$ cat src/shared/mie_pkg.sv
// Shared constants and types for the instruction execution core
package mie_pkg;
	localparam int IW = 16;
	localparam int PC_W = 11;
	localparam int DW = 8;
	// Register bus byte offsets
	localparam logic [4:0] REG_CTRL = 5'h00;
	localparam logic [4:0] REG_STATUS = 5'h04;
	localparam logic [4:0] REG_PC = 5'h08;
	localparam logic [4:0] REG_ACC = 5'h0C;
	localparam logic [4:0] REG_WDT = 5'h10;
	localparam int CTRL_RUN = 0;
	localparam int CTRL_WAKE = 1;
	localparam int CTRL_IRQ_OFF = 2;
	localparam logic CTRL_RUN_RST = 1'b0;
	// Data addresses of the special registers
	localparam logic [7:0] PCL_ADDR = 8'h06;
	localparam logic [7:0] TBLP_ADDR = 8'h07;
	localparam logic [7:0] TABLE_HIGH_LATCH_ADDR = 8'h08;
	localparam logic [7:0] TBHP_ADDR = 8'h09;
	localparam logic [2:0] LAST_PAGE = 3'h7;
	localparam logic [3:0] BCD_MAX = 4'h9;
	localparam logic [3:0] BCD_ADJ = 4'h6;
	localparam logic [1:0] PH_LAST = 2'h3;

	typedef enum logic [1:0] {
		PH_FETCH = 2'b00,
		PH_READ = 2'b01,
		PH_EXEC = 2'b10,
		PH_DONE = 2'b11
	} mie_phase_t;

	typedef enum logic [4:0] {
		OP_NOP = 5'h00, OP_MOVAM = 5'h01, OP_MOVMA = 5'h02,
		OP_MOVAX = 5'h03, OP_CLRB = 5'h04, OP_SETB = 5'h05,
		OP_JMP = 5'h06, OP_SZ = 5'h07, OP_SZA = 5'h08,
		OP_SZB = 5'h09, OP_SNZB = 5'h0A, OP_SIZ = 5'h0B,
		OP_SDZ = 5'h0C, OP_SIZA = 5'h0D, OP_SDZA = 5'h0E,
		OP_CALL = 5'h0F, OP_RET = 5'h10, OP_RETA = 5'h11,
		OP_INTERRUPT_RETURN = 5'h12, OP_TABLE_READ_PAGE = 5'h13, OP_TABLE_READ_FINAL_PAGE = 5'h14,
		OP_CLR = 5'h15, OP_SET = 5'h16, OP_KICK = 5'h17,
		OP_HALT = 5'h18, OP_ALUA = 5'h1B, OP_ALUM = 5'h1C,
		OP_ALUX = 5'h1D
	} mie_op_t;

	typedef enum logic [2:0] {
		ALU_ADD = 3'h0, ALU_ADC = 3'h1, ALU_AND = 3'h2,
		ALU_CPL = 3'h3, ALU_DAA = 3'h4, ALU_SWAP = 3'h5
	} mie_alu_op_t;

	typedef struct packed {
		logic [7:0] res;
		logic c;
		logic ac;
		logic ov;
		logic z;
	} mie_alu_res_t;

	typedef struct packed {
		logic global_irq_enable;
		logic to;
		logic sleep_entry_flag;
		logic ov;
		logic z;
		logic ac;
		logic c;
	} mie_flags_t;
endpackage

$ cat src/logic/mie_dmem.sv
// Data memory with registered read port
`timescale 1ns/1ns
module mie_dmem #(
	parameter int DEPTH = 256,
	parameter int AW = 8
) (
	input wire logic sys_clk_in,
	input wire logic we_in,
	input wire logic [AW-1:0] addr_in,
	input wire logic [7:0] wdata_in,
	output logic [7:0] rdata_out
);
	logic [7:0] mem_q [DEPTH];

	always_ff @(posedge sys_clk_in) begin
		if (we_in) begin
			mem_q[addr_in] <= wdata_in;
		end
		rdata_out <= mem_q[addr_in];
	end
endmodule // mie_dmem

$ cat src/logic/mie_alu.sv
// Arithmetic and logic unit of the core
`timescale 1ns/1ns
module mie_alu (
	input wire logic [7:0] acc_in,
	input wire logic [7:0] opnd_in,
	input wire logic carry_in,
	input wire logic nib_in,
	input mie_pkg::mie_alu_op_t op_in,
	output mie_pkg::mie_alu_res_t res_out
);
	import mie_pkg::*;
	logic cin_w;
	logic [8:0] sum_w;
	logic [4:0] lo_w;
	logic lo_adj_w;
	logic hi_adj_w;
	logic [8:0] daa_w;
	logic [7:0] res_w;

	assign cin_w = (op_in == ALU_ADC) & carry_in;
	assign sum_w = {1'b0, acc_in} + {1'b0, opnd_in} + {8'h00, cin_w};
	// half carry out of bit three
	assign lo_w = {1'b0, acc_in[3:0]} + {1'b0, opnd_in[3:0]} + {4'h0, cin_w};
	assign lo_adj_w = (acc_in[3:0] > BCD_MAX) | nib_in;
	assign hi_adj_w = (acc_in[7:4] > BCD_MAX) | carry_in;
	assign daa_w = {1'b0, acc_in} + {1'b0, hi_adj_w ? BCD_ADJ : 4'h0,
		lo_adj_w ? BCD_ADJ : 4'h0};
	assign res_w = (op_in == ALU_AND) ? (acc_in & opnd_in) :
		(op_in == ALU_CPL) ? ~opnd_in :
		(op_in == ALU_DAA) ? daa_w[7:0] :
		(op_in == ALU_SWAP) ? {opnd_in[3:0], opnd_in[7:4]} : sum_w[7:0];
	assign res_out.res = res_w;
	assign res_out.c = (op_in == ALU_DAA) ? (daa_w[8] | carry_in) : sum_w[8];
	assign res_out.ac = lo_w[4];
	assign res_out.ov = (acc_in[7] == opnd_in[7]) & (sum_w[7] != acc_in[7]);
	assign res_out.z = (res_w == 8'h00);
endmodule // mie_alu

$ cat src/logic/mie_core.sv
// Instruction execution core with Avalon-MM control port
//
// Decided for this implementation: the register offsets and register access over Avalon-MM.
`timescale 1ns/1ns
module mie_core #(
	parameter int DMEM_DEPTH = 256,
	parameter int STACK_DEPTH = 4,
	parameter int WDT_BITS = 13
) (
	input wire logic sys_clk_in,
	input wire logic rst_n_in,
	input wire logic [4:0] avs_address_in,
	input wire logic avs_read_in,
	input wire logic avs_write_in,
	input wire logic [31:0] avs_writedata_in,
	output logic [31:0] avs_readdata_out,
	output logic avs_waitrequest_out,
	output logic [mie_pkg::PC_W-1:0] prog_addr_out,
	input wire logic [mie_pkg::IW-1:0] prog_data_in,
	output logic halted_out
);
	import mie_pkg::*;
	localparam int SPW = $clog2(STACK_DEPTH);

	// ==========================================
	// State
	// ==========================================
	mie_phase_t ph_q, ph_d;
	logic [PC_W-1:0] pc_q;
	logic [IW-1:0] ir_q;
	logic [IW-1:0] tword_q;
	logic [7:0] acc_q;
	mie_flags_t fl_q;
	logic dummy_q;
	logic tbl_pend_q;
	logic [PC_W-1:0] tbl_addr_q;
	logic [7:0] tblp_q;
	logic [7:0] tbhp_q;
	logic [7:0] table_high_latch_q;
	logic halt_q;
	logic run_en_q;
	logic ack_q;
	logic [WDT_BITS-1:0] wdt_q;
	logic [PC_W-1:0] stack_q [STACK_DEPTH];
	logic [SPW-1:0] sp_q;

	// ==========================================
	// Decode
	// ==========================================
	mie_op_t opc_w;
	mie_alu_op_t alu_op_w;
	mie_alu_res_t alu_w;
	logic run_w, exec_w, dum_w, cyc_end_w;
	logic [7:0] m_w, mask_w, ram_rd_w, mem_w, alu_b_w;
	logic [PC_W-1:0] tgt_w, pop_w;
	logic [7:0] res_w;
	logic wr_mem_w, wr_acc_w, skip_w, jmp_w, call_w, ret_w, interrupt_return_w;
	logic tbl_w, tbl_last_w, kick_w, halt_w, upd_ar_w, upd_z_w, upd_c_w;
	logic pcl_w, ram_we_w, wdt_exp_w, bus_w, bus_wr_w;
	logic [7:0] ram_wd_w;

	assign run_w = run_en_q & ~halt_q;
	assign exec_w = run_w & (ph_q == PH_EXEC) & ~dummy_q;
	assign dum_w = run_w & (ph_q == PH_EXEC) & dummy_q;
	assign cyc_end_w = run_w & (ph_q == PH_DONE);
	assign opc_w = mie_op_t'(ir_q[15:11]);
	assign alu_op_w = mie_alu_op_t'(ir_q[10:8]);
	assign m_w = ir_q[7:0];
	assign tgt_w = ir_q[PC_W-1:0];
	assign mask_w = 8'h01 << ir_q[10:8];
	assign pop_w = stack_q[sp_q - SPW'(1)];
	assign mem_w = (m_w == PCL_ADDR) ? pc_q[7:0] :
		(m_w == TBLP_ADDR) ? tblp_q :
		(m_w == TABLE_HIGH_LATCH_ADDR) ? table_high_latch_q :
		(m_w == TBHP_ADDR) ? tbhp_q : ram_rd_w;
	assign alu_b_w = (opc_w == OP_ALUX) ? m_w : mem_w;
	assign prog_addr_out = tbl_pend_q ? tbl_addr_q : pc_q;
	assign halted_out = halt_q;

	always_comb begin
		unique case (ph_q)
			PH_FETCH: ph_d = PH_READ;
			PH_READ: ph_d = PH_EXEC;
			PH_EXEC: ph_d = PH_DONE;
			PH_DONE: ph_d = PH_FETCH;
		endcase
	end

	mie_alu u_alu (
		.acc_in(acc_q),
		.opnd_in(alu_b_w),
		.carry_in(fl_q.c),
		.nib_in(fl_q.ac),
		.op_in(alu_op_w),
		.res_out(alu_w)
	);

	always_comb begin
		res_w = mem_w;
		wr_mem_w = 1'b0;
		wr_acc_w = 1'b0;
		skip_w = 1'b0;
		jmp_w = 1'b0;
		call_w = 1'b0;
		ret_w = 1'b0;
		interrupt_return_w = 1'b0;
		tbl_w = 1'b0;
		tbl_last_w = 1'b0;
		kick_w = 1'b0;
		halt_w = 1'b0;
		upd_ar_w = 1'b0;
		upd_z_w = 1'b0;
		upd_c_w = 1'b0;
		case (opc_w)
			OP_MOVAM: wr_acc_w = 1'b1;
			OP_MOVMA: begin
				res_w = acc_q;
				wr_mem_w = 1'b1;
			end
			OP_MOVAX: begin
				res_w = m_w;
				wr_acc_w = 1'b1;
			end
			OP_CLRB: begin
				res_w = mem_w & ~mask_w;
				wr_mem_w = 1'b1;
			end
			OP_SETB: begin
				res_w = mem_w | mask_w;
				wr_mem_w = 1'b1;
			end
			OP_JMP: jmp_w = 1'b1;
			OP_SZ: skip_w = (mem_w == 8'h00);
			OP_SZA: begin
				wr_acc_w = 1'b1;
				skip_w = (mem_w == 8'h00);
			end
			OP_SZB: skip_w = ~|(mem_w & mask_w);
			OP_SNZB: skip_w = |(mem_w & mask_w);
			OP_SIZ, OP_SIZA: begin
				res_w = mem_w + 8'h01;
				wr_mem_w = (opc_w == OP_SIZ);
				wr_acc_w = (opc_w == OP_SIZA);
				skip_w = (res_w == 8'h00);
			end
			OP_SDZ, OP_SDZA: begin
				res_w = mem_w - 8'h01;
				wr_mem_w = (opc_w == OP_SDZ);
				wr_acc_w = (opc_w == OP_SDZA);
				skip_w = (res_w == 8'h00);
			end
			OP_CALL: call_w = 1'b1;
			OP_RET: ret_w = 1'b1;
			OP_RETA: begin
				ret_w = 1'b1;
				res_w = m_w;
				wr_acc_w = 1'b1;
			end
			OP_INTERRUPT_RETURN: begin
				ret_w = 1'b1;
				interrupt_return_w = 1'b1;
			end
			OP_TABLE_READ_PAGE: tbl_w = 1'b1;
			OP_TABLE_READ_FINAL_PAGE: begin
				tbl_w = 1'b1;
				tbl_last_w = 1'b1;
			end
			OP_CLR: begin
				res_w = 8'h00;
				wr_mem_w = 1'b1;
			end
			OP_SET: begin
				res_w = 8'hFF;
				wr_mem_w = 1'b1;
			end
			OP_KICK: kick_w = 1'b1;
			OP_HALT: halt_w = 1'b1;
			OP_ALUA, OP_ALUM, OP_ALUX: begin
				res_w = alu_w.res;
				wr_acc_w = (opc_w != OP_ALUM);
				wr_mem_w = (opc_w == OP_ALUM);
				upd_ar_w = (alu_op_w == ALU_ADD) | (alu_op_w == ALU_ADC);
				upd_z_w = (alu_op_w == ALU_AND) | (alu_op_w == ALU_CPL);
				upd_c_w = (alu_op_w == ALU_DAA);
			end
			default: res_w = mem_w;
		endcase
	end

	assign pcl_w = wr_mem_w & (m_w == PCL_ADDR);
	assign ram_we_w = (exec_w & wr_mem_w) | (dum_w & tbl_pend_q);
	assign ram_wd_w = tbl_pend_q ? tword_q[7:0] : res_w;
	assign wdt_exp_w = cyc_end_w & (&wdt_q);

	mie_dmem #(.DEPTH(DMEM_DEPTH), .AW(8)) u_dmem (
		.sys_clk_in(sys_clk_in),
		.we_in(ram_we_w),
		.addr_in(m_w),
		.wdata_in(ram_wd_w),
		.rdata_out(ram_rd_w)
	);

	// ==========================================
	// Sequencing
	// ==========================================
	always_ff @(posedge sys_clk_in) begin
		if (!rst_n_in) begin
			ph_q <= PH_FETCH;
			pc_q <= '0;
			ir_q <= '0;
			tword_q <= '0;
			dummy_q <= 1'b0;
			tbl_pend_q <= 1'b0;
			tbl_addr_q <= '0;
			sp_q <= '0;
		end else if (run_w) begin
			ph_q <= ph_d;
			if (ph_q == PH_FETCH && !dummy_q) begin
				ir_q <= prog_data_in;
			end
			if (ph_q == PH_FETCH && tbl_pend_q) begin
				tword_q <= prog_data_in;
			end
			if (dum_w) begin
				dummy_q <= 1'b0;
				tbl_pend_q <= 1'b0;
			end
			if (exec_w) begin
				dummy_q <= skip_w | jmp_w | call_w | ret_w | pcl_w | tbl_w;
				tbl_pend_q <= tbl_w;
				tbl_addr_q <= {tbl_last_w ? LAST_PAGE : tbhp_q[2:0], tblp_q};
				if (jmp_w || call_w) begin
					pc_q <= tgt_w;
				end else if (ret_w) begin
					pc_q <= pop_w;
				end else if (pcl_w) begin
					pc_q <= {pc_q[PC_W-1:8], res_w};
				end else if (skip_w) begin
					pc_q <= pc_q + PC_W'(2);
				end else begin
					pc_q <= pc_q + PC_W'(1);
				end
				if (call_w) begin
					sp_q <= sp_q + SPW'(1);
				end else if (ret_w) begin
					sp_q <= sp_q - SPW'(1);
				end
			end
		end
	end

	always_ff @(posedge sys_clk_in) begin
		if (exec_w && call_w) begin
			stack_q[sp_q] <= pc_q + PC_W'(1);
		end
	end

	// ==========================================
	// Accumulator, flags, specials, watchdog
	// ==========================================
	always_ff @(posedge sys_clk_in) begin
		if (!rst_n_in) begin
			acc_q <= 8'h00;
			fl_q <= '0;
			tblp_q <= 8'h00;
			tbhp_q <= 8'h00;
			table_high_latch_q <= 8'h00;
			halt_q <= 1'b0;
			wdt_q <= '0;
		end else begin
			if (exec_w && wr_acc_w) begin
				acc_q <= res_w;
			end
			if (exec_w && upd_ar_w) begin
				fl_q.ov <= alu_w.ov;
				fl_q.ac <= alu_w.ac;
				fl_q.c <= alu_w.c;
			end
			if (exec_w && (upd_ar_w || upd_z_w)) begin
				fl_q.z <= alu_w.z;
			end
			if (exec_w && upd_c_w) begin
				fl_q.c <= alu_w.c;
			end
			if (exec_w && wr_mem_w && m_w == TBLP_ADDR) begin
				tblp_q <= res_w;
			end
			if (exec_w && wr_mem_w && m_w == TBHP_ADDR) begin
				tbhp_q <= res_w;
			end
			if (dum_w && tbl_pend_q) begin
				table_high_latch_q <= tword_q[15:8];
			end
			if (exec_w && interrupt_return_w) begin
				fl_q.global_irq_enable <= 1'b1;
			end else if (bus_wr_w && avs_writedata_in[CTRL_IRQ_OFF]) begin
				fl_q.global_irq_enable <= 1'b0;
			end
			if (exec_w && (kick_w || halt_w)) begin
				wdt_q <= '0;
				fl_q.sleep_entry_flag <= halt_w;
				fl_q.to <= 1'b0;
			end else if (cyc_end_w) begin
				wdt_q <= wdt_q + WDT_BITS'(1);
			end
			if (wdt_exp_w) begin
				fl_q.to <= 1'b1;
			end
			if (exec_w && halt_w) begin
				halt_q <= 1'b1;
			end else if (bus_wr_w && avs_writedata_in[CTRL_WAKE]) begin
				halt_q <= 1'b0;
			end
		end
	end

	// ==========================================
	// Avalon-MM slave
	// ==========================================
	assign bus_w = avs_read_in | avs_write_in;
	assign avs_waitrequest_out = bus_w & ~ack_q;
	assign bus_wr_w = avs_write_in & ack_q & (avs_address_in == REG_CTRL);

	always_ff @(posedge sys_clk_in) begin
		if (!rst_n_in) begin
			ack_q <= 1'b0;
			run_en_q <= CTRL_RUN_RST;
			avs_readdata_out <= 32'h0000_0000;
		end else begin
			ack_q <= bus_w & ~ack_q;
			if (bus_wr_w) begin
				run_en_q <= avs_writedata_in[CTRL_RUN];
			end
			if (avs_read_in && !ack_q) begin
				unique case (avs_address_in)
					REG_CTRL: avs_readdata_out <= {31'h0, run_en_q};
					REG_STATUS: avs_readdata_out <= {24'h0, halt_q, fl_q};
					REG_PC: avs_readdata_out <= {21'h0, pc_q};
					REG_ACC: avs_readdata_out <= {24'h0, acc_q};
					REG_WDT: avs_readdata_out <= 32'(wdt_q);
					default: avs_readdata_out <= 32'h0000_0000;
				endcase
			end
		end
	end
endmodule // mie_core

$ cat config.mk
export PLATFORM = sky130hd
export DESIGN_NAME = mie_core
export DESIGN_NICKNAME = d
export VERILOG_FILES = /design/src/shared/mie_pkg.sv /design/src/logic/mie_dmem.sv /design/src/logic/mie_alu.sv /design/src/logic/mie_core.sv
export SDC_FILE = /design/constraint.sdc
export NUM_CORES = 2
export LEC_CHECK = 0
export ABC_AREA = 1
export ABC_CLOCK_PERIOD_IN_PS = 28800
export BUFFER_PORTS_ARGS = -buffer_cell sky130_fd_sc_hd__clkbuf_2
export CAP_MARGIN = 20
export CORE_MARGIN = 4
export CORE_UTILIZATION = 57
export CTS_CLUSTER_DIAMETER = 50
export DETAILED_ROUTE_END_ITERATION = 10
export PLACE_DENSITY = 0.73
export SETUP_SLACK_MARGIN = 0.3
export SYNTH_ARGS = -nofsm -noshare
export SYNTH_HDL_FRONTEND = slang
export SYNTH_SLANG_ARGS = --single-unit
$ cat constraint.sdc
create_clock -name sys_clk_in -period 28.8 [get_ports sys_clk_in]
set_input_delay 5.76 -clock sys_clk_in [delete_from_list [all_inputs] [get_ports sys_clk_in]]
set_output_delay 5.76 -clock sys_clk_in [all_outputs]
set_load 0.1 [all_outputs]
==> impl_metrics.py <==
metrics = {
    "status": {
        "status": "finished, final reports clean",
    },
    "yosys": {
        "ys_seq_area_frac": 0.738,
        "synth_area_um2": 88800,
        "async_reset_ff_frac": 0,
        "synth_top_flop_cell": "edfxtp_1",
        "ys_top_cells_by_count": "edfxtp_1 (2,092), nand3_1 (1,173), a22oi_1 (517)",
        "yosysMostFrequentCell": "edfxtp_1",
        "synth_cells": 6700,
        "synth_top_area_share": 0.707,
        "synth.distinct_cells": 59,
        "synth-warning-count": 0,
        "synth_area_leaders": "edfxtp_1 (71%), nand3_1 (6.6%), a22oi_1 (4.4%)",
        "synth-edff-count": 2092,
        "yosysTopAreaCell": "edfxtp_1",
        "yosys_register_bits": 2228,
        "syn_avg_cell_area_um2": 13.3,
    },
    "clocking": {
        "clk_root_buffer_cell": "clkbuf_16",
        "clock_path_buffers": 3,
        "cts_setup_buffers": 0,
        "cts.sinks": 2228,
        "htreeDepth": 4,
        "ctsHoldBuffers": 0,
        "cts_resized": 0,
        "clkSlewWorstSetupHoldPaths_ns": 0.05,
        "numCtsBuffers": 221,
        "clkLatencyLatePin_ns": 0.86,
        "cts_tree": "done",
    },
    "die": {
        "start_util": 0.575,
        "num_rows": 144,
        "core_um2": 154000,
        "die_w_um": 403,
        "io_pins": 102,
        "die_area_um2": 162000,
        "fp.dieH_um": 403,
    },
    "sta": {
        "setup_viol": 0,
        "slew_headroom": 0.176,
        "fin_crit_ns": 12.22,
        "fmax_mhz": 81.8,
        "setup-tns-final_ns": 0,
        "rsz0062_at_grt": "false",
        "slew_viol_final": 0,
        "tightest_slew_ns": 1.22,
        "hold_violations": 0,
        "clock_skew_ns": 0.0559,
        "worst_slack_ns": 16.58,
        "timing.final.crit_share": 0.424,
    },
    "grt": {
        "grt_util_all_layers": 0.297,
        "grt_max_degree": 193,
        "antenna_found_initial": 5,
        "gr-total-overflow": 0,
        "grt_pass1_vias": 55300,
        "grt_pass1_wl_um": 360000,
    },
    "worst_setup_path": {
        "crit_path_start_kind": "input port",
        "crit_required_ns": 23.04,
        "path_class": "input port to output pin",
        "critPathMaxFanout": 2,
        "worstPathArrival_ns": 6.46,
        "end_kind": "output pin",
        "rr_worst_depth": 23,
    },
    "pwr": {
        "switching_share": 0.204,
        "p_leak_nw": 30.1,
        "power_switching_mw": 1.32,
        "power_density_nw_per_um2": 65.9,
        "power_frac_seq": 0.546,
        "clkPwrFrac": 0.436,
        "power.internal_mw": 5.15,
        "comb_power_share": 0.018,
        "ir_drop_mv": 0.0723,
    },
    "placed_design": {
        "io_buffer_count": 53,
        "hpwl_um": 143000,
        "place.gp.congestion": 0.960,
        "place_worst_setup_slack_ns": 16.58,
    },
    "hold_path": {
        "hold_depth": 2,
        "hold_path_class": "flip-flop to flip-flop",
    },
    "final_layout": {
        "area_growth_pct": 10.5,
        "num-fill-cells": 10900,
        "drive_gt1_frac": 0.0840,
        "fin_nets": 6706,
    },
    "detailed_routing": {
        "vias": 59400,
        "drtIter0Drc": 9158,
        "wl_um": 247000,
        "first_pass_iters": 7,
        "wl_per_cell_um": 28.0,
        "drc": 0,
        "ant_nets": 0,
        "viasPerCell": 6.71,
    },
    "flow_run": {
        "max_cap_viol_count": 0,
    },
}
## critical path, stage by stage
cell      delay, ns
clkbuf_2       0.09
nor2_1         0.05
nor2_1         0.09
clkbuf_2       0.46
## power groups by stage
stage	Clock (mW)	Combinational, mW	Sequential [mW]
4_1_cts	2.83	0.114	3.53
5_1_grt	2.98	0.123	3.53
6_report	2.82	0.117	3.53
2_1_floorplan	0	0.0648	3.63
3_5_place_dp	0	0.113	3.60
3_3_place_gp	0	0.111	3.60
## sequential cells by signal, summed over array words and instances (netlist names), 2 cells and up
name                count
u_dmem.mem_q         2048
sp_q                    2
stack_q                44
tbhp_q                  8
table_high_latch_q      8
fl_q                    7
tblp_q                  8
ir_q                   16
tbl_addr_q             11
wdt_q                  13
acc_q                   8
pc_q                   11
avs_readdata_out       13
ph_q                    2
u_dmem.rdata_out        8
tword_q                16
## per-stage QoR
stage | instances | total power [mW] | area [µm²] | hold slack (ns) | util
after floorplan | 6718 | 3.70 | 88900 | 0.438 | -
after global placement | 8426 | 3.71 | 90900 | 0.454 | 0.589
after detailed placement | 8430 | 3.72 | 90900 | 0.460 | 0.589
after CTS | 8834 | 6.48 | 98100 | 0.468 | 0.635
after global routing | 8842 | 6.63 | 98200 | 0.488 | 0.636
final | 8847 | 6.47 | 98200 | 0.464 | 0.636
## final cells by class
type | instances | area, µm² | share of cell area
Antenna cell | 5 | 12.5 | 0.000127
Timing Repair Buffer | 187 | 1450 | 0.0148
Tap cell | 2044 | 2560 | 0.0260
Sequential cell | 2228 | 65600 | 0.668
Multi-Input combinational cell | 3784 | 20800 | 0.211
Inverter | 195 | 744 | 0.00758
Clock inverter | 124 | 1260 | 0.0128
Clock buffer | 280 | 5870 | 0.0598
## path summary, 6_finish.rpt
| check | start | slack, ns | end |
|---|---|---|---|
| setup / recovery | avs_write_in | 16.58 | avs_waitrequest_out |
| hold reg to reg | fl_q[4]$_SDFFE_PN0P_ | 0.46 | fl_q[4]$_SDFFE_PN0P_ |
| hold / removal | fl_q[4]$_SDFFE_PN0P_ | 0.46 | fl_q[4]$_SDFFE_PN0P_ |
| setup reg to reg | ir_q[4]$_SDFFE_PN0P_ | 20.48 | u_dmem.mem_q[19][1]$_DFFE_PP_ |
## layout by cell type (no fill, tap or decap), types with 7 or more instances in the layout
| master | Yosys | routed |
|---|---|---|
| a2111oi_0 | 12 | 12 |
| a21oi_1 | 135 | 135 |
| a22oi_1 | 517 | 517 |
| a31oi_1 | 473 | 473 |
| buf_12 | 0 | 13 |
| buf_4 | 20 | 114 |
| bufinv_16 | 0 | 17 |
| clkbuf_1 | 403 | 53 |
| clkbuf_16 | 0 | 226 |
| clkbuf_2 | 0 | 53 |
| clkinv_1 | 12 | 54 |
| clkinv_2 | 0 | 40 |
| conb_1 | 1 | 19 |
| dfxtp_1 | 136 | 133 |
| edfxtp_1 | 2092 | 2092 |
| ha_1 | 29 | 29 |
| inv_1 | 168 | 168 |
| inv_2 | 13 | 12 |
| nand2_1 | 399 | 388 |
| nand2_2 | 10 | 16 |
| nand3_1 | 1173 | 1173 |
| nand4_1 | 20 | 20 |
| nor2_1 | 481 | 479 |
| nor3_1 | 31 | 31 |
| nor4_1 | 92 | 92 |
| o211ai_1 | 7 | 7 |
| o21ai_0 | 212 | 205 |
| o21ai_4 | 0 | 7 |
| o22ai_1 | 53 | 53 |
| o41ai_1 | 8 | 8 |
| or2_2 | 9 | 9 |
| or4_1 | 9 | 9 |
| xor2_1 | 17 | 17 |
## routing by layer
layer | vias up | share of wire | global-route usage
met1 | 29200 | 0.37 | 0.406
met5 | - | 0.000049 | 0
met4 | 2 | 0.053 | 0.142
li1 | 25700 | - | -
met3 | 647 | 0.12 | 0.0698
met2 | 3789 | 0.46 | 0.455
## cells by family (layout without fill, tap and decap cells)
group | Yosys count | count (layout) | synth area share
buf+inv | 706 | 786 | 0.0311
fa+ha+maj | 32 | 32 | 0.00476
other cells | 1 | 24 | 0.0000422
flops | 2228 | 2228 | 0.738
simple gates | 2248 | 2248 | 0.117
compound gates | 1464 | 1464 | 0.107
xor+xnor | 21 | 21 | 0.00207
Power figures use the tool's default switching activity.
